**src/lltp_map.svh**
```systemverilog
`ifndef LLTP_MAP_SVH
`define LLTP_MAP_SVH

// ==========================================
// Configuration and transport widths
`define LLTP_ADDR_W 24
`define LLTP_DATA_W 32
`define LLTP_STRB_W 4
`define LLTP_TDATA_W 64
`define LLTP_TKEEP_W 8
`define LLTP_TUSER_W 8

// ==========================================
// Response codes on the configuration ports
`define LLTP_RESP_OK 2'b00
`define LLTP_RESP_ERR 2'b10

// ==========================================
// Sideband bit positions (first beat only) and the full keep mask
`define LLTP_TUSER_RESP_BIT 4
`define LLTP_TUSER_CRIT_BIT 1
`define LLTP_KEEP_ALL 8'hff

// ==========================================
// Controller registers on APB (byte offsets)
`define LLTP_OFS_CFG_ADDR 12'h000
`define LLTP_OFS_CFG_WDATA 12'h004
`define LLTP_OFS_CFG_CTRL 12'h008
`define LLTP_OFS_CFG_STAT 12'h00c
`define LLTP_OFS_CFG_RDATA 12'h010
`define LLTP_OFS_TX_LO 12'h014
`define LLTP_OFS_TX_HI 12'h018
`define LLTP_OFS_TX_CTRL 12'h01c
`define LLTP_OFS_LT_BASE 12'h020

// CFG_CTRL fields
`define LLTP_CTRL_GO_BIT 0
`define LLTP_CTRL_READ_BIT 1
`define LLTP_CTRL_STRB_LSB 4
// CFG_STAT fields
`define LLTP_STAT_BUSY_BIT 0
`define LLTP_STAT_RESP_LSB 1
`define LLTP_STAT_DONE_BIT 3
`define LLTP_STAT_FULL_BIT 4
// TX_CTRL fields
`define LLTP_TXC_KEEP_LSB 0
`define LLTP_TXC_LAST_BIT 8
`define LLTP_TXC_RESP_BIT 9
`define LLTP_TXC_CRIT_BIT 10

// Reset values
`define LLTP_RST_WORD 32'h0000_0000
`define LLTP_RST_STRB 4'hf

`endif

```
**src/lltp_pkg.sv**
```systemverilog
package lltp_pkg;
	// Configuration master sequencing
	typedef enum logic [2:0] {
		LLTP_M_IDLE,
		LLTP_M_WRITE,
		LLTP_M_WRESP,
		LLTP_M_READ,
		LLTP_M_RRESP
	} lltp_mstate_e;
	typedef logic [1:0] lltp_resp_t;
endpackage

```
**src/lltp_if.sv**
```systemverilog
`timescale 1ns/1ps
`default_nettype none
interface lltp_if;
	// Configuration register port: device is the slave
	logic cfgl_awvalid, cfgl_awready;
	logic [23:0] cfgl_awaddr;
	logic cfgl_wvalid, cfgl_wready;
	logic [31:0] cfgl_wdata;
	logic [3:0] cfgl_wstrb;
	logic cfgl_bvalid, cfgl_bready;
	logic cfgl_arvalid, cfgl_arready;
	logic [23:0] cfgl_araddr;
	logic cfgl_rvalid, cfgl_rready;
	logic [31:0] cfgl_rdata;
	// Configuration master port: device is the master
	logic cfgr_awvalid, cfgr_awready;
	logic [23:0] cfgr_awaddr;
	logic [2:0] cfgr_awprot;
	logic cfgr_wvalid, cfgr_wready;
	logic [31:0] cfgr_wdata;
	logic [3:0] cfgr_wstrb;
	logic cfgr_bvalid, cfgr_bready;
	logic [1:0] cfgr_bresp;
	logic cfgr_arvalid, cfgr_arready;
	logic [23:0] cfgr_araddr;
	logic [2:0] cfgr_arprot;
	logic cfgr_rvalid, cfgr_rready;
	logic [1:0] cfgr_rresp;
	logic [31:0] cfgr_rdata;
	// Outbound transport stream
	logic buft_tvalid, buft_tready;
	logic [63:0] buft_tdata;
	logic [7:0] buft_tkeep;
	logic buft_tlast;
	logic [7:0] buft_tuser;

	modport dev (
		input cfgl_awvalid, cfgl_awaddr, cfgl_wvalid, cfgl_wdata, cfgl_wstrb, cfgl_bready,
		input cfgl_arvalid, cfgl_araddr, cfgl_rready,
		output cfgl_awready, cfgl_wready, cfgl_bvalid, cfgl_arready, cfgl_rvalid, cfgl_rdata,
		output cfgr_awvalid, cfgr_awaddr, cfgr_awprot, cfgr_wvalid, cfgr_wdata, cfgr_wstrb,
		output cfgr_bready, cfgr_arvalid, cfgr_araddr, cfgr_arprot, cfgr_rready,
		input cfgr_awready, cfgr_wready, cfgr_bvalid, cfgr_bresp, cfgr_arready,
		input cfgr_rvalid, cfgr_rresp, cfgr_rdata,
		output buft_tvalid, buft_tdata, buft_tkeep, buft_tlast, buft_tuser,
		input buft_tready
	);
	modport fab (
		output cfgl_awvalid, cfgl_awaddr, cfgl_wvalid, cfgl_wdata, cfgl_wstrb, cfgl_bready,
		output cfgl_arvalid, cfgl_araddr, cfgl_rready,
		input cfgl_awready, cfgl_wready, cfgl_bvalid, cfgl_arready, cfgl_rvalid, cfgl_rdata,
		input cfgr_awvalid, cfgr_awaddr, cfgr_awprot, cfgr_wvalid, cfgr_wdata, cfgr_wstrb,
		input cfgr_bready, cfgr_arvalid, cfgr_araddr, cfgr_arprot, cfgr_rready,
		output cfgr_awready, cfgr_wready, cfgr_bvalid, cfgr_bresp, cfgr_arready,
		output cfgr_rvalid, cfgr_rresp, cfgr_rdata,
		input buft_tvalid, buft_tdata, buft_tkeep, buft_tlast, buft_tuser,
		output buft_tready
	);
endinterface
`default_nettype wire

```
**src/lltp_fifo.sv**
```systemverilog
`timescale 1ns/1ps
`default_nettype none
module lltp_fifo #(
	parameter int WIDTH = 81,
	parameter int DEPTH = 8
) (
	input wire logic clk_sys,
	input wire logic reset,
	input wire logic ce,
	input wire logic in_valid,
	output logic in_ready,
	input wire logic [WIDTH-1:0] in_data,
	output logic out_valid,
	input wire logic out_ready,
	output logic [WIDTH-1:0] out_data
);
	localparam int AW = $clog2(DEPTH);

	// ==========================================
	// Parameter check
	generate
		if (DEPTH < 2 || (DEPTH & (DEPTH - 1)) != 0 || WIDTH < 1) begin : g_bad
			$error("lltp_fifo: DEPTH must be a power of two >= 2");
		end
	endgenerate

	logic [WIDTH-1:0] mem [DEPTH];
	logic [AW-1:0] wr_ptr_reg, rd_ptr_reg;
	logic [AW:0] count_reg;
	logic push, pop;

	// Honest flags straight from the fill count
	assign in_ready = count_reg < (AW+1)'(DEPTH);
	assign out_valid = (count_reg != '0);
	assign push = ce && in_valid && in_ready;
	assign pop = ce && out_valid && out_ready;
	// Storage is flops, so the head word is muxed out combinationally by rd_ptr_reg
	assign out_data = mem[rd_ptr_reg];

	// ==========================================
	// Storage, no reset needed on data
	always_ff @(posedge clk_sys) begin
		if (push) begin
			mem[wr_ptr_reg] <= in_data;
		end
	end

	// Pointers and count
	always_ff @(posedge clk_sys or posedge reset) begin
		if (reset) begin
			wr_ptr_reg <= '0;
			rd_ptr_reg <= '0;
			count_reg <= '0;
		end else begin
			if (push) begin
				wr_ptr_reg <= wr_ptr_reg + 1'b1;
			end
			if (pop) begin
				rd_ptr_reg <= rd_ptr_reg + 1'b1;
			end
			if (push && !pop) begin
				count_reg <= count_reg + 1'b1;
			end else if (pop && !push) begin
				count_reg <= count_reg - 1'b1;
			end
		end
	end
endmodule
`default_nettype wire

```
**src/lltp_log.sv**
```systemverilog
// How it works
// Master port issues local config reads, writes
// Slave port services logical/transport registers
// Each channel transfers on valid and ready
// Config addresses are 24-bit offsets
// Write data 32 bits, 4-bit byte strobe
// Fabric answers 00 ok, 10 error
// Read data returned with read valid
// Write done when response taken
// Stream feeds buffer or physical_layer
// Stream carries packets on 64 bits
// Last marker on final packet beat
// Byte-valid all ones except last beat
// Keep bit 7 covers top byte
// First-beat sideband bit 4 marks response
// First-beat bit 1 critical flag, rest zero
// Slave port always completes without error
//
// Added by the designer: the placing of the registers and the APB register port.
`timescale 1ns/1ps
`default_nettype none
`include "lltp_map.svh"
module lltp_log
	import lltp_pkg::*;
#(
	parameter int LT_WORDS = 4,
	parameter int FIFO_DEPTH = 8
) (
	input wire logic clk_sys,
	input wire logic reset,
	input wire logic ce,
	lltp_if.dev link,
	input wire logic psel,
	input wire logic penable,
	input wire logic pwrite,
	input wire logic [11:0] paddr,
	input wire logic [31:0] pwdata,
	output logic [31:0] prdata,
	output logic pready,
	output logic pslverr
);
	localparam int LW = $clog2(LT_WORDS);
	localparam int FW = `LLTP_TDATA_W + `LLTP_TKEEP_W + 1 + `LLTP_TUSER_W;

	generate
		if (LT_WORDS < 2 || LT_WORDS > 8 || (LT_WORDS & (LT_WORDS - 1)) != 0) begin : g_bad
			$error("lltp_log: LT_WORDS must be a power of two, 2 to 8");
		end
	endgenerate

	// ==========================================
	// APB decode
	logic apb_acc, apb_wr, tx_push_req, fifo_in_ready, lt_hit;
	assign apb_acc = ce && psel && penable;
	assign apb_wr = apb_acc && pwrite && pready;
	assign tx_push_req = apb_acc && pwrite && (paddr == `LLTP_OFS_TX_CTRL);
	// Back-pressure: a push waits in its access phase while the FIFO is full
	assign pready = !(tx_push_req && !fifo_in_ready);
	assign lt_hit = (paddr >= `LLTP_OFS_LT_BASE) && (paddr < `LLTP_OFS_LT_BASE + 12'(4 * LT_WORDS));
	assign pslverr = apb_acc && !(paddr[1:0] == 2'b00 && (paddr <= `LLTP_OFS_TX_CTRL || lt_hit));

	// ==========================================
	// Controller registers
	logic [23:0] cfg_addr_reg;
	logic [31:0] cfg_wdata_reg, cfg_rdata_reg, tx_lo_reg, tx_hi_reg;
	logic [3:0] cfg_strb_reg;
	logic cfg_read_reg, cfg_done_reg, go;
	lltp_resp_t cfg_resp_reg;
	lltp_mstate_e mst_reg;
	logic [31:0] lt_regs [LT_WORDS];

	assign go = apb_wr && paddr == `LLTP_OFS_CFG_CTRL && pwdata[`LLTP_CTRL_GO_BIT] && mst_reg == LLTP_M_IDLE;

	always_ff @(posedge clk_sys or posedge reset) begin
		if (reset) begin
			cfg_addr_reg <= '0;
			cfg_wdata_reg <= `LLTP_RST_WORD;
			cfg_strb_reg <= `LLTP_RST_STRB;
			cfg_read_reg <= 1'b0;
			tx_lo_reg <= `LLTP_RST_WORD;
			tx_hi_reg <= `LLTP_RST_WORD;
		end else if (apb_wr) begin
			case (paddr)
				`LLTP_OFS_CFG_ADDR: cfg_addr_reg <= pwdata[23:0];
				`LLTP_OFS_CFG_WDATA: cfg_wdata_reg <= pwdata;
				`LLTP_OFS_CFG_CTRL: begin
					// Order fields are frozen while a transfer is running
					if (mst_reg == LLTP_M_IDLE) begin
						cfg_read_reg <= pwdata[`LLTP_CTRL_READ_BIT];
						cfg_strb_reg <= pwdata[`LLTP_CTRL_STRB_LSB +: 4];
					end
				end
				`LLTP_OFS_TX_LO: tx_lo_reg <= pwdata;
				`LLTP_OFS_TX_HI: tx_hi_reg <= pwdata;
				default: ;
			endcase
		end
	end

	// APB read mux, zero on unmapped
	always_comb begin
		prdata = '0;
		case (paddr)
			`LLTP_OFS_CFG_ADDR: prdata = {8'h00, cfg_addr_reg};
			`LLTP_OFS_CFG_WDATA: prdata = cfg_wdata_reg;
			`LLTP_OFS_CFG_CTRL: prdata = {24'h0, cfg_strb_reg, 2'b00, cfg_read_reg, 1'b0};
			`LLTP_OFS_CFG_STAT: prdata = {27'h0, !fifo_in_ready, cfg_done_reg, cfg_resp_reg, mst_reg != LLTP_M_IDLE};
			`LLTP_OFS_CFG_RDATA: prdata = cfg_rdata_reg;
			`LLTP_OFS_TX_LO: prdata = tx_lo_reg;
			`LLTP_OFS_TX_HI: prdata = tx_hi_reg;
			default: begin
				if (lt_hit) begin
					prdata = lt_regs[paddr[LW+1:2]];
				end
			end
		endcase
	end

	// ==========================================
	// Configuration master sequencer
	logic aw_sent_reg, w_sent_reg;
	assign link.cfgr_awprot = 3'b000;
	assign link.cfgr_arprot = 3'b000;
	assign link.cfgr_awaddr = cfg_addr_reg;
	assign link.cfgr_araddr = cfg_addr_reg;
	assign link.cfgr_wdata = cfg_wdata_reg;
	assign link.cfgr_wstrb = cfg_strb_reg;
	// Address and data go out independently; each drops once taken
	assign link.cfgr_awvalid = (mst_reg == LLTP_M_WRITE) && !aw_sent_reg;
	assign link.cfgr_wvalid = (mst_reg == LLTP_M_WRITE) && !w_sent_reg;
	assign link.cfgr_bready = (mst_reg == LLTP_M_WRESP);
	assign link.cfgr_arvalid = (mst_reg == LLTP_M_READ);
	assign link.cfgr_rready = (mst_reg == LLTP_M_RRESP);

	always_ff @(posedge clk_sys or posedge reset) begin
		if (reset) begin
			mst_reg <= LLTP_M_IDLE;
			aw_sent_reg <= 1'b0;
			w_sent_reg <= 1'b0;
			cfg_resp_reg <= `LLTP_RESP_OK;
			cfg_rdata_reg <= `LLTP_RST_WORD;
			cfg_done_reg <= 1'b0;
		end else if (ce) begin
			case (mst_reg)
				LLTP_M_IDLE: begin
					if (go) begin
						mst_reg <= pwdata[`LLTP_CTRL_READ_BIT] ? LLTP_M_READ : LLTP_M_WRITE;
						cfg_done_reg <= 1'b0;
					end
				end
				LLTP_M_WRITE: begin

					if (link.cfgr_awready) begin
						aw_sent_reg <= 1'b1;
					end
					if (link.cfgr_wready) begin
						w_sent_reg <= 1'b1;
					end
					if ((aw_sent_reg || link.cfgr_awready) && (w_sent_reg || link.cfgr_wready)) begin
						mst_reg <= LLTP_M_WRESP;
					end
				end
				LLTP_M_WRESP: begin
					if (link.cfgr_bvalid) begin
						cfg_resp_reg <= link.cfgr_bresp;
						cfg_done_reg <= 1'b1;
						aw_sent_reg <= 1'b0;
						w_sent_reg <= 1'b0;
						mst_reg <= LLTP_M_IDLE;
					end
				end
				LLTP_M_READ: begin
					if (link.cfgr_arready) begin
						mst_reg <= LLTP_M_RRESP;
					end
				end
				LLTP_M_RRESP: begin
					if (link.cfgr_rvalid) begin
						cfg_rdata_reg <= link.cfgr_rdata;
						cfg_resp_reg <= link.cfgr_rresp;
						cfg_done_reg <= 1'b1;
						mst_reg <= LLTP_M_IDLE;
					end
				end
				default: mst_reg <= LLTP_M_IDLE;
			endcase
		end
	end

	// ==========================================
	// Configuration register slave
	logic aw_held_reg, w_held_reg, bvalid_reg, rvalid_reg;
	logic [23:0] aw_addr_reg;
	logic [31:0] w_data_reg, rdata_reg;
	logic [3:0] w_strb_reg;
	assign link.cfgl_awready = !aw_held_reg;
	assign link.cfgl_wready = !w_held_reg;
	assign link.cfgl_arready = !rvalid_reg;
	assign link.cfgl_bvalid = bvalid_reg;
	assign link.cfgl_rvalid = rvalid_reg;
	assign link.cfgl_rdata = rdata_reg;

	always_ff @(posedge clk_sys or posedge reset) begin
		if (reset) begin
			aw_held_reg <= 1'b0;
			w_held_reg <= 1'b0;
			bvalid_reg <= 1'b0;
			aw_addr_reg <= '0;
			w_data_reg <= '0;
			w_strb_reg <= '0;
			for (int i = 0; i < LT_WORDS; i++) begin
				lt_regs[i] <= `LLTP_RST_WORD;
			end
		end else if (ce) begin
			if (link.cfgl_awvalid && !aw_held_reg) begin
				aw_held_reg <= 1'b1;
				aw_addr_reg <= link.cfgl_awaddr;
			end
			if (link.cfgl_wvalid && !w_held_reg) begin
				w_held_reg <= 1'b1;
				w_data_reg <= link.cfgl_wdata;
				w_strb_reg <= link.cfgl_wstrb;
			end
			// Commit once both halves are held and the last answer is gone
			if (aw_held_reg && w_held_reg && !bvalid_reg) begin
				if (aw_addr_reg[23:LW+2] == '0) begin
					for (int b = 0; b < 4; b++) begin
						if (w_strb_reg[b]) begin
							lt_regs[aw_addr_reg[LW+1:2]][8*b +: 8] <= w_data_reg[8*b +: 8];
						end
					end
				end
				bvalid_reg <= 1'b1;
				aw_held_reg <= 1'b0;
				w_held_reg <= 1'b0;
			end
			if (bvalid_reg && link.cfgl_bready) begin
				bvalid_reg <= 1'b0;
			end
		end
	end

	// Read side; out-of-range offsets read zero, still completed
	always_ff @(posedge clk_sys or posedge reset) begin
		if (reset) begin
			rvalid_reg <= 1'b0;
			rdata_reg <= '0;
		end else if (ce) begin
			if (link.cfgl_arvalid && !rvalid_reg) begin
				rvalid_reg <= 1'b1;
				rdata_reg <= (link.cfgl_araddr[23:LW+2] == '0) ? lt_regs[link.cfgl_araddr[LW+1:2]] : '0;
			end else if (rvalid_reg && link.cfgl_rready) begin
				rvalid_reg <= 1'b0;
			end
		end
	end

	// ==========================================
	// Outbound stream: beats built at push time, queued in the FIFO
	logic first_beat_reg, push;
	logic [7:0] beat_keep, beat_user;
	logic beat_last;
	logic [FW-1:0] fifo_out;
	assign push = apb_wr && paddr == `LLTP_OFS_TX_CTRL;
	assign beat_last = pwdata[`LLTP_TXC_LAST_BIT];
	// Keep is forced full except on the packet's closing beat
	assign beat_keep = beat_last ? pwdata[`LLTP_TXC_KEEP_LSB +: 8] : `LLTP_KEEP_ALL;

	// Sideband only meaningful on the first beat; later beats carry zero
	always_comb begin
		beat_user = '0;
		if (first_beat_reg) begin
			beat_user[`LLTP_TUSER_RESP_BIT] = pwdata[`LLTP_TXC_RESP_BIT];
			beat_user[`LLTP_TUSER_CRIT_BIT] = pwdata[`LLTP_TXC_CRIT_BIT];
		end
	end

	always_ff @(posedge clk_sys or posedge reset) begin
		if (reset) begin
			first_beat_reg <= 1'b1;
		end else if (push) begin
			first_beat_reg <= beat_last;
		end
	end

	lltp_fifo #(
		.WIDTH(FW),
		.DEPTH(FIFO_DEPTH)
	) u_txq (
		.clk_sys(clk_sys),
		.reset(reset),
		.ce(ce),
		.in_valid(push),
		.in_ready(fifo_in_ready),
		.in_data({tx_hi_reg, tx_lo_reg, beat_keep, beat_last, beat_user}),
		.out_valid(link.buft_tvalid),
		.out_ready(link.buft_tready),
		.out_data(fifo_out)
	);

	// Word bytes map straight: keep bit n covers tdata[8n+7:8n]
	assign link.buft_tdata = fifo_out[FW-1 -: 64];
	assign link.buft_tkeep = fifo_out[16:9];
	assign link.buft_tlast = fifo_out[8];
	assign link.buft_tuser = fifo_out[7:0];
endmodule
`default_nettype wire

```
**src/flat_wrapper.sv**
```systemverilog
// flat-port wrapper written by rule: the top's interface ports become plain ports
module lltp_log_flat import lltp_pkg::*;
#(
	parameter int LT_WORDS = 4,
	parameter int FIFO_DEPTH = 8
)
  (clk_sys, reset, ce, psel, penable, pwrite, paddr, pwdata, prdata, pready, pslverr, link_cfgl_awvalid, link_cfgl_awaddr, link_cfgl_wvalid, link_cfgl_wdata, link_cfgl_wstrb, link_cfgl_bready, link_cfgl_arvalid, link_cfgl_araddr, link_cfgl_rready, link_cfgl_awready, link_cfgl_wready, link_cfgl_bvalid, link_cfgl_arready, link_cfgl_rvalid, link_cfgl_rdata, link_cfgr_awvalid, link_cfgr_awaddr, link_cfgr_awprot, link_cfgr_wvalid, link_cfgr_wdata, link_cfgr_wstrb, link_cfgr_bready, link_cfgr_arvalid, link_cfgr_araddr, link_cfgr_arprot, link_cfgr_rready, link_cfgr_awready, link_cfgr_wready, link_cfgr_bvalid, link_cfgr_bresp, link_cfgr_arready, link_cfgr_rvalid, link_cfgr_rresp, link_cfgr_rdata, link_buft_tvalid, link_buft_tdata, link_buft_tkeep, link_buft_tlast, link_buft_tuser, link_buft_tready);
  lltp_if link_i ();
  input wire logic clk_sys;
  input wire logic reset;
  input wire logic ce;
  input wire logic psel;
  input wire logic penable;
  input wire logic pwrite;
  input wire logic [11:0] paddr;
  input wire logic [31:0] pwdata;
  output logic [31:0] prdata;
  output logic pready;
  output logic pslverr;
  input wire logic [$bits(link_i.cfgl_awvalid)-1:0] link_cfgl_awvalid;
  input wire logic [$bits(link_i.cfgl_awaddr)-1:0] link_cfgl_awaddr;
  input wire logic [$bits(link_i.cfgl_wvalid)-1:0] link_cfgl_wvalid;
  input wire logic [$bits(link_i.cfgl_wdata)-1:0] link_cfgl_wdata;
  input wire logic [$bits(link_i.cfgl_wstrb)-1:0] link_cfgl_wstrb;
  input wire logic [$bits(link_i.cfgl_bready)-1:0] link_cfgl_bready;
  input wire logic [$bits(link_i.cfgl_arvalid)-1:0] link_cfgl_arvalid;
  input wire logic [$bits(link_i.cfgl_araddr)-1:0] link_cfgl_araddr;
  input wire logic [$bits(link_i.cfgl_rready)-1:0] link_cfgl_rready;
  output wire logic [$bits(link_i.cfgl_awready)-1:0] link_cfgl_awready;
  output wire logic [$bits(link_i.cfgl_wready)-1:0] link_cfgl_wready;
  output wire logic [$bits(link_i.cfgl_bvalid)-1:0] link_cfgl_bvalid;
  output wire logic [$bits(link_i.cfgl_arready)-1:0] link_cfgl_arready;
  output wire logic [$bits(link_i.cfgl_rvalid)-1:0] link_cfgl_rvalid;
  output wire logic [$bits(link_i.cfgl_rdata)-1:0] link_cfgl_rdata;
  output wire logic [$bits(link_i.cfgr_awvalid)-1:0] link_cfgr_awvalid;
  output wire logic [$bits(link_i.cfgr_awaddr)-1:0] link_cfgr_awaddr;
  output wire logic [$bits(link_i.cfgr_awprot)-1:0] link_cfgr_awprot;
  output wire logic [$bits(link_i.cfgr_wvalid)-1:0] link_cfgr_wvalid;
  output wire logic [$bits(link_i.cfgr_wdata)-1:0] link_cfgr_wdata;
  output wire logic [$bits(link_i.cfgr_wstrb)-1:0] link_cfgr_wstrb;
  output wire logic [$bits(link_i.cfgr_bready)-1:0] link_cfgr_bready;
  output wire logic [$bits(link_i.cfgr_arvalid)-1:0] link_cfgr_arvalid;
  output wire logic [$bits(link_i.cfgr_araddr)-1:0] link_cfgr_araddr;
  output wire logic [$bits(link_i.cfgr_arprot)-1:0] link_cfgr_arprot;
  output wire logic [$bits(link_i.cfgr_rready)-1:0] link_cfgr_rready;
  input wire logic [$bits(link_i.cfgr_awready)-1:0] link_cfgr_awready;
  input wire logic [$bits(link_i.cfgr_wready)-1:0] link_cfgr_wready;
  input wire logic [$bits(link_i.cfgr_bvalid)-1:0] link_cfgr_bvalid;
  input wire logic [$bits(link_i.cfgr_bresp)-1:0] link_cfgr_bresp;
  input wire logic [$bits(link_i.cfgr_arready)-1:0] link_cfgr_arready;
  input wire logic [$bits(link_i.cfgr_rvalid)-1:0] link_cfgr_rvalid;
  input wire logic [$bits(link_i.cfgr_rresp)-1:0] link_cfgr_rresp;
  input wire logic [$bits(link_i.cfgr_rdata)-1:0] link_cfgr_rdata;
  output wire logic [$bits(link_i.buft_tvalid)-1:0] link_buft_tvalid;
  output wire logic [$bits(link_i.buft_tdata)-1:0] link_buft_tdata;
  output wire logic [$bits(link_i.buft_tkeep)-1:0] link_buft_tkeep;
  output wire logic [$bits(link_i.buft_tlast)-1:0] link_buft_tlast;
  output wire logic [$bits(link_i.buft_tuser)-1:0] link_buft_tuser;
  input wire logic [$bits(link_i.buft_tready)-1:0] link_buft_tready;
  assign link_i.cfgl_awvalid = link_cfgl_awvalid;
  assign link_i.cfgl_awaddr = link_cfgl_awaddr;
  assign link_i.cfgl_wvalid = link_cfgl_wvalid;
  assign link_i.cfgl_wdata = link_cfgl_wdata;
  assign link_i.cfgl_wstrb = link_cfgl_wstrb;
  assign link_i.cfgl_bready = link_cfgl_bready;
  assign link_i.cfgl_arvalid = link_cfgl_arvalid;
  assign link_i.cfgl_araddr = link_cfgl_araddr;
  assign link_i.cfgl_rready = link_cfgl_rready;
  assign link_cfgl_awready = link_i.cfgl_awready;
  assign link_cfgl_wready = link_i.cfgl_wready;
  assign link_cfgl_bvalid = link_i.cfgl_bvalid;
  assign link_cfgl_arready = link_i.cfgl_arready;
  assign link_cfgl_rvalid = link_i.cfgl_rvalid;
  assign link_cfgl_rdata = link_i.cfgl_rdata;
  assign link_cfgr_awvalid = link_i.cfgr_awvalid;
  assign link_cfgr_awaddr = link_i.cfgr_awaddr;
  assign link_cfgr_awprot = link_i.cfgr_awprot;
  assign link_cfgr_wvalid = link_i.cfgr_wvalid;
  assign link_cfgr_wdata = link_i.cfgr_wdata;
  assign link_cfgr_wstrb = link_i.cfgr_wstrb;
  assign link_cfgr_bready = link_i.cfgr_bready;
  assign link_cfgr_arvalid = link_i.cfgr_arvalid;
  assign link_cfgr_araddr = link_i.cfgr_araddr;
  assign link_cfgr_arprot = link_i.cfgr_arprot;
  assign link_cfgr_rready = link_i.cfgr_rready;
  assign link_i.cfgr_awready = link_cfgr_awready;
  assign link_i.cfgr_wready = link_cfgr_wready;
  assign link_i.cfgr_bvalid = link_cfgr_bvalid;
  assign link_i.cfgr_bresp = link_cfgr_bresp;
  assign link_i.cfgr_arready = link_cfgr_arready;
  assign link_i.cfgr_rvalid = link_cfgr_rvalid;
  assign link_i.cfgr_rresp = link_cfgr_rresp;
  assign link_i.cfgr_rdata = link_cfgr_rdata;
  assign link_buft_tvalid = link_i.buft_tvalid;
  assign link_buft_tdata = link_i.buft_tdata;
  assign link_buft_tkeep = link_i.buft_tkeep;
  assign link_buft_tlast = link_i.buft_tlast;
  assign link_buft_tuser = link_i.buft_tuser;
  assign link_i.buft_tready = link_buft_tready;
  lltp_log #(.LT_WORDS(LT_WORDS), .FIFO_DEPTH(FIFO_DEPTH)) u_core (.clk_sys(clk_sys), .reset(reset), .ce(ce), .link(link_i), .psel(psel), .penable(penable), .pwrite(pwrite), .paddr(paddr), .pwdata(pwdata), .prdata(prdata), .pready(pready), .pslverr(pslverr));
endmodule
```
**config.mk**
```make
export PLATFORM = sky130hd
export DESIGN_NAME = lltp_log_flat
export DESIGN_NICKNAME = d
export VERILOG_FILES = /design/src/lltp_pkg.sv /design/src/lltp_if.sv /design/src/lltp_fifo.sv /design/src/lltp_log.sv /design/src/flat_wrapper.sv
export VERILOG_INCLUDE_DIRS = /design/src
export SDC_FILE = /design/constraint.sdc
export NUM_CORES = 1
export LEC_CHECK = 0
export ABC_AREA = 0
export BUFFER_PORTS_ARGS = -buffer_cell sky130_fd_sc_hd__buf_4
export CORE_ASPECT_RATIO = 2
export CORE_MARGIN = 10
export CORE_UTILIZATION = 40
export CTS_CLUSTER_DIAMETER = 80
export DETAILED_ROUTE_END_ITERATION = 8
export PLACE_DENSITY = 0.62
export SYNTH_ARGS = -nofsm -noshare
export SYNTH_HDL_FRONTEND = slang
export SYNTH_SLANG_ARGS = --single-unit
```
**constraint.sdc**
```tcl
create_clock -name clk_sys -period 16.5 [get_ports clk_sys]
set_clock_uncertainty 0.15 [all_clocks]
set_input_delay 2.475 -clock clk_sys [delete_from_list [all_inputs] [get_ports clk_sys]]
set_output_delay 2.475 -clock clk_sys [all_outputs]
set_load 0.05 [all_outputs]
```
# Word level (Yosys, flattened, before mapping)
# Memory sizes are Yosys's and may differ from the RTL's.
# Cells that the tools add are included.
[op_classes]
shifts = 0
n_reduce_logical = 78
muxes = 68
n_addsub = 4
bitwise = 3
n_eq_ne = 18
n_lt_le_gt_ge = 8
n_mul = 0
n_div = 0
[ops]
columns = ["cell", "n"]
rows = [
  ["$mux 128", 13],
  ["$bwmux 128", 4],
  ["$demux 32 s2", 4],
  ["$mux 32", 7],
  ["$pmux 32 s7", 1],
  ["$bmux 32 s2", 2],
  ["$eq 12x5->1 const B", 4],
  ["$logic_not 20->1", 2],
  ["$logic_and 1x1->1", 30],
  ["$eq 12x4->1 const B", 2],
  ["$mux 24", 1],
  ["$reduce_and 2->1", 11],
  ["$mux 1", 18],
  ["$mux 16", 1],
  ["$mux 8", 2],
  ["$mux 3", 5],
  ["$pmux 3 s5", 1],
  ["$reduce_bool 2->1", 7],
  ["$eq 12x3->1 const B", 1],
  ["$ge 12x6->1 const B", 1],
  ["$le 12x5->1 const B", 1],
  ["$logic_not 12->1", 1],
  ["$lt 12x6->1 const B", 1],
  ["$reduce_and 4->1", 3],
  ["other kinds (26)", 56],
]
[totals]
elab_cells = 208
ramBits = 600
mem_bits_ro = 0
memories = 1
latchBits = 0
input_bits = 181
ff_bits = 400
output_inout_bits = 248
[mem_list]
columns = ["name", "depth", "word_bits", "rd", "rd_ports_with_merged_regs", "wr", "line", "text"]
rows = [
  ["u_core.u_txq.mem", 8, 75, 1, 0, 1, "lltp_fifo.sv:27", "logic [WIDTH-1:0] mem [DEPTH];"],
]

# Depth between registers and ports, before layout
[depth]
ltp_word = 22
depth_mapped = 12
mapped_depth_nobuf = 11

# Modules after synthesis
# From an unflattened synthesis, not the netlist that was laid out.
[hier_totals]
cells_unflattened = 2340
area_unflattened_um2 = 43731.9
[by_module_without_submodules]
columns = ["module", "instances", "seq_area_each_um2", "cells_each", "area_per_inst_um2"]
rows = [
  ["lltp_fifo", 1, 19708.9, 1001, 25235.5],
  ["lltp_log", 1, 9715.6, 1339, 18496.5],
]

# Worst setup path before layout
# OpenSTA, ideal clock, no wires.
[synth_timing]
path_kind = "input-to-reg"
from = "input paddr[10]"
to = "memory u_core.u_txq.mem[0][0] (netlist name) (enable)"
setup_ps = 694
path_buffers = 1
path_stages = 5
t_arrival_ps = 10931
path_slack_ps = 4724
required_ps = 15656
path_cell_list = "or4_1 buf_2 nor3_1 nand2_1 nor4_1"
[synth_via]
elab_chain_len = 10
[synth_rtl]
columns = ["item", "line", "text"]
rows = [
  ["start, declared", "flat_wrapper.sv:15", "input wire logic [11:0] paddr;"],
  ["$eq 12x5->1 (no line) (*)", "-", ""],
  ["$logic_and 1x1->1", "lltp_log.sv:56", "assign tx_push_req = apb_acc && pwrite && (paddr == `LLTP_OFS_TX_CTRL);"],
  ["$logic_and 1x1->1", "lltp_log.sv:58", "assign pready = !(tx_push_req && !fifo_in_ready);"],
  ["$logic_not 1->1", "lltp_log.sv:58", ""],
  ["$logic_and 1x1->1", "lltp_log.sv:55", "assign apb_wr = apb_acc && pwrite && pready;"],
  ["$logic_and 1x1->1 (no line) (*)", "-", ""],
  ["$logic_and 1x1->1 (*) (2 in a row)", "lltp_fifo.sv:35", "assign push = ce && in_valid && in_ready;"],
  ["$mux 1 (*)", "lltp_fifo.sv:43", "if (push) begin"],
  ["$mux 1 (not written as such) (*)", "lltp_fifo.sv:44", "mem[wr_ptr_reg] <= in_data;"],
  ["end, declared", "lltp_fifo.sv:27", ""],
]
# Every way passes the cells marked *; elsewhere a longest branch is shown, timed or not.

# Final worst setup path
[layout_timing]
from = "input paddr[10]"
to = "output prdata[6]"
[layout_via]
elab_chain_len = 4
elab_cells_between_ends = 12
classes_between = "order compare (2); eq/ne (6); mux (2); reduce/logical (2)"
[layout_rtl]
columns = ["item", "line", "text"]
rows = [
  ["$ge 12x6->1 (no line) / $lt 12x6->1 (equally long branches)", "-", ""],
  ["$logic_and 1x1->1", "lltp_log.sv:59", "assign lt_hit = (paddr >= `LLTP_OFS_LT_BASE) && (paddr < `LLTP_OFS_LT_BASE + 12'(4 * LT_WORDS));"],
  ["$mux 32", "lltp_log.sv:112", "if (lt_hit) begin"],
  ["$pmux 32 s7 (*)", "lltp_log.sv:103", "case (paddr)"],
  ["end, declared", "flat_wrapper.sv:17", "output logic [31:0] prdata;"],
]
# Marked as above.

==> qor.yml <==
route:
  dr.pass1.iters: 6
  drc: 0
  via_per_inst: 5.635
  routed-via-count: 22830
  detail-route-antenna-nets: 0
  drt_iter0_drc: 1455
  wl_per_cell_um: 28.18
  finalWirelength_mm: 114.2
die:
  die_h_um: 474.2
  rows: 166
  die_area_um2: 117200
  io_pins: 429
  coreArea_um2: 102400
  die_w_um: 247.1
  start_util_pct: 40.30
power_and_ir_drop:
  power_uw: 5750
  p_leak_uw: 0.02059
  ir_drop_mv: 0.09800
  power_density_nw_per_um2: 118.3
cells_and_area:
  regMostFlops: "u_core.u_txq.mem"
  nNetsFinal: 2823
  drive_gt1_share_pct: 45.74
  final_cell_area_um2: 48610
  area_growth_pct: 17.81
  largest_register_ffs: 600
  finalNonFillerCells: 4052
  reg_top3: "u_core.u_txq.mem (600), u_core.lt_regs (128)"
clock_tree:
  cts_tree: "done"
  cts_resized: 0
  cts_max_path_buffers: 3
  cts-root-buf: "clkbuf_16"
  cts_buffers: 84
  htree_levels: 3
  clock_sinks: 998
  cts_hold_buf: 0
  post-cts-setup-buffers: 0
  clk_pin_slew_ps: 60
  worstSkewPairLatency_ps: 670
place:
  hpwlAfterDp_mm: 76.71
  placed_cells: 3894
  gp_routability_congestion: 0.8195
  port_buffers: 412
  dpl_cell_area_um2: 45740
yosys:
  ys_top_cells_by_count: "edfxtp_1 (600), dfrtp_1 (393), mux2_2 (389), mux4_2 (214), clkbuf_1 (72)"
  syn-mean-instance-area_um2: 18.35
  synthTopCellsByArea: "edfxtp_1 (44%), dfrtp_1 (24%), mux4_2 (12%)"
  yosysMostFrequentCell: "edfxtp_1"
  async_reset_ff_share_pct: 39.88
  synth_top_area_cell: "edfxtp_1"
  synth.distinct_cells: 62
  synth_edf_count: 600
  ys_warn_count: 0
  synth_seq_cells: 998
  seq_area_frac_synth_pct: 67.81
  synth_area_um2: 41260
  synth_top_area_share_pct: 43.66
  synth-main-ff-cell: "edfxtp_1"
  synth_cells: 2249
worst_hold_path:
  hold_start: "u_core.link.cfgl_rdata[3]$_DFFE_PP0P_"
  hp-class: "reg -> reg"
  worstHoldPathCells: 2
global_routing:
  grt-ovfl-total: 0
  antenna_found_initial: 4
  grt_pass1_vias: 24770
  grt_pass1_wl_mm: 167.9
  grt_usage_pct: 19.47
  grt_max_degree: 129
sta:
  slew_headroom_pct: 24.25
  tns_ps: 0
  fin_crit_sh_pct: 49.74
  slew_viol_final: 0
  setup_violations: 0
  hold_viol: 0
  tightest_slew_ps: 1132
  fin_crit_ps: 8208
  rsz0062_at_grt: "false"
  fmax_mhz: 121.8
  hold_slack_ps: 335.4
setup_path:
  worst_path_dominant_cell_family: "simple AND/OR/NAND/NOR gates"
  worst_path_max_delay_cell: "nor2_1"
  cp-end-kind: "output pin"
  cp.arrival_ps: 5580
  crit_chain: "buf_4, or4_1, nor2_1, nand2_1, o221ai_1, buf_4"
  start_kind: "primary input"
  worstPathRequired_ps: 13880
  reg2reg_depth: 4
  path_max_fanout: 8
  cp_common_cell: "buf_4"
  reg2reg_from: "u_core.aw_addr_reg[4]$_DFFE_PP0P_"
  cp-startpoint: "paddr[10]"
  criticalPathCategory: "in -> out"
  crit_cells: 6
  crit_buf_inv: 2
  crit_path_max_incr_delay_ps: 940
job:
  maxCapViolCount: 0
run_status:
  status: "finished clean"
## cell usage in the layout, fill, tap and decap left out, drive strengths merged, types with 8 or more instances in the layout
cell    instances
nor3           15
clkinv         27
mux2i          10
o21ai          49
nand2          58
nand3          29
and2            8
nand2b         11
a222oi         14
nor2b           8
a22o           13
mux4          214
or4             8
buf           453
mux2          434
nor4           12
inv            46
a22oi          34
nor2           20
dfrtp         393
edfxtp        600
conb           12
clkbuf        103
bufinv         11
nand4          19
o211ai         14
## final timing paths
kind | end | slack [ps]
worst max register to register | u_core.lt_regs[22]$_DFFE_PP0P_ | 13150
worst max-delay path | prdata[6] | 8290
max in group asynchronous | u_core.w_data_reg[14]$_DFFE_PP0P_ | 11190
worst min-delay path | u_core.link.cfgl_rdata[3]$_DFFE_PP0P_ | 340
min in group asynchronous | u_core.w_data_reg[6]$_DFFE_PP0P_ | 1830
worst min register to register | u_core.link.cfgl_rdata[3]$_DFFE_PP0P_ | 340
## metal layers
| metal | part of all wire [%] | global-route usage (%) |
|---|---|---|
| met4 | 2.3 | 5.483 |
| met2 | 49 | 32.08 |
| met3 | 7.6 | 4.994 |
| met5 | 0.036 | 0 |
| met1 | 41 | 25.05 |
## through the flow
stage | utilization, % | setup slack [ps]
after floorplan | - | 2816
after global placement | 44.67 | 8362
after detailed placement | 44.67 | 8339
after CTS | 47.46 | 8327
after global routing | 47.46 | 8294
final | 47.48 | 8293
## cell type report
type	count	area [µm²]
fillers	8671	53780
flip-flops and latches	998	27990
multi-input cells	1058	12490
repair buffers	453	3413
clock buffers	103	2263
well taps	1344	1682
clock inverters	49	596.8
inverters	41	161.4
diodes	6	15.01
## worst min-delay path, cell delays in order (launching register included)
cell     delay (ps)
dfrtp_1         350
nand2_1          50
o21ai_0          60
## logic make-up (layout without fill, tap and decap cells)
kind of cell | count (synthesis) | in the layout | synth area share, %
XOR/XNOR | 7 | 7 | 0.1486
buffers and inverters | 204 | 646 | 2.335
flip-flops | 998 | 998 | 67.81
multiplexers | 658 | 658 | 23.77
AND/OR/NAND/NOR | 212 | 212 | 2.944
other | 1 | 18 | 0.009088
AO/OA/AOI/OAI | 163 | 163 | 2.784
adder cells (fa/ha/maj) | 6 | 6 | 0.2001
## power by group
group | switching (µW) | internal (µW)
registers | 169 | 2720
clock network | 919 | 1160
logic | 419 | 369
total | 1510 | 4240
No activity file was read; power rests on OpenSTA's default activity.
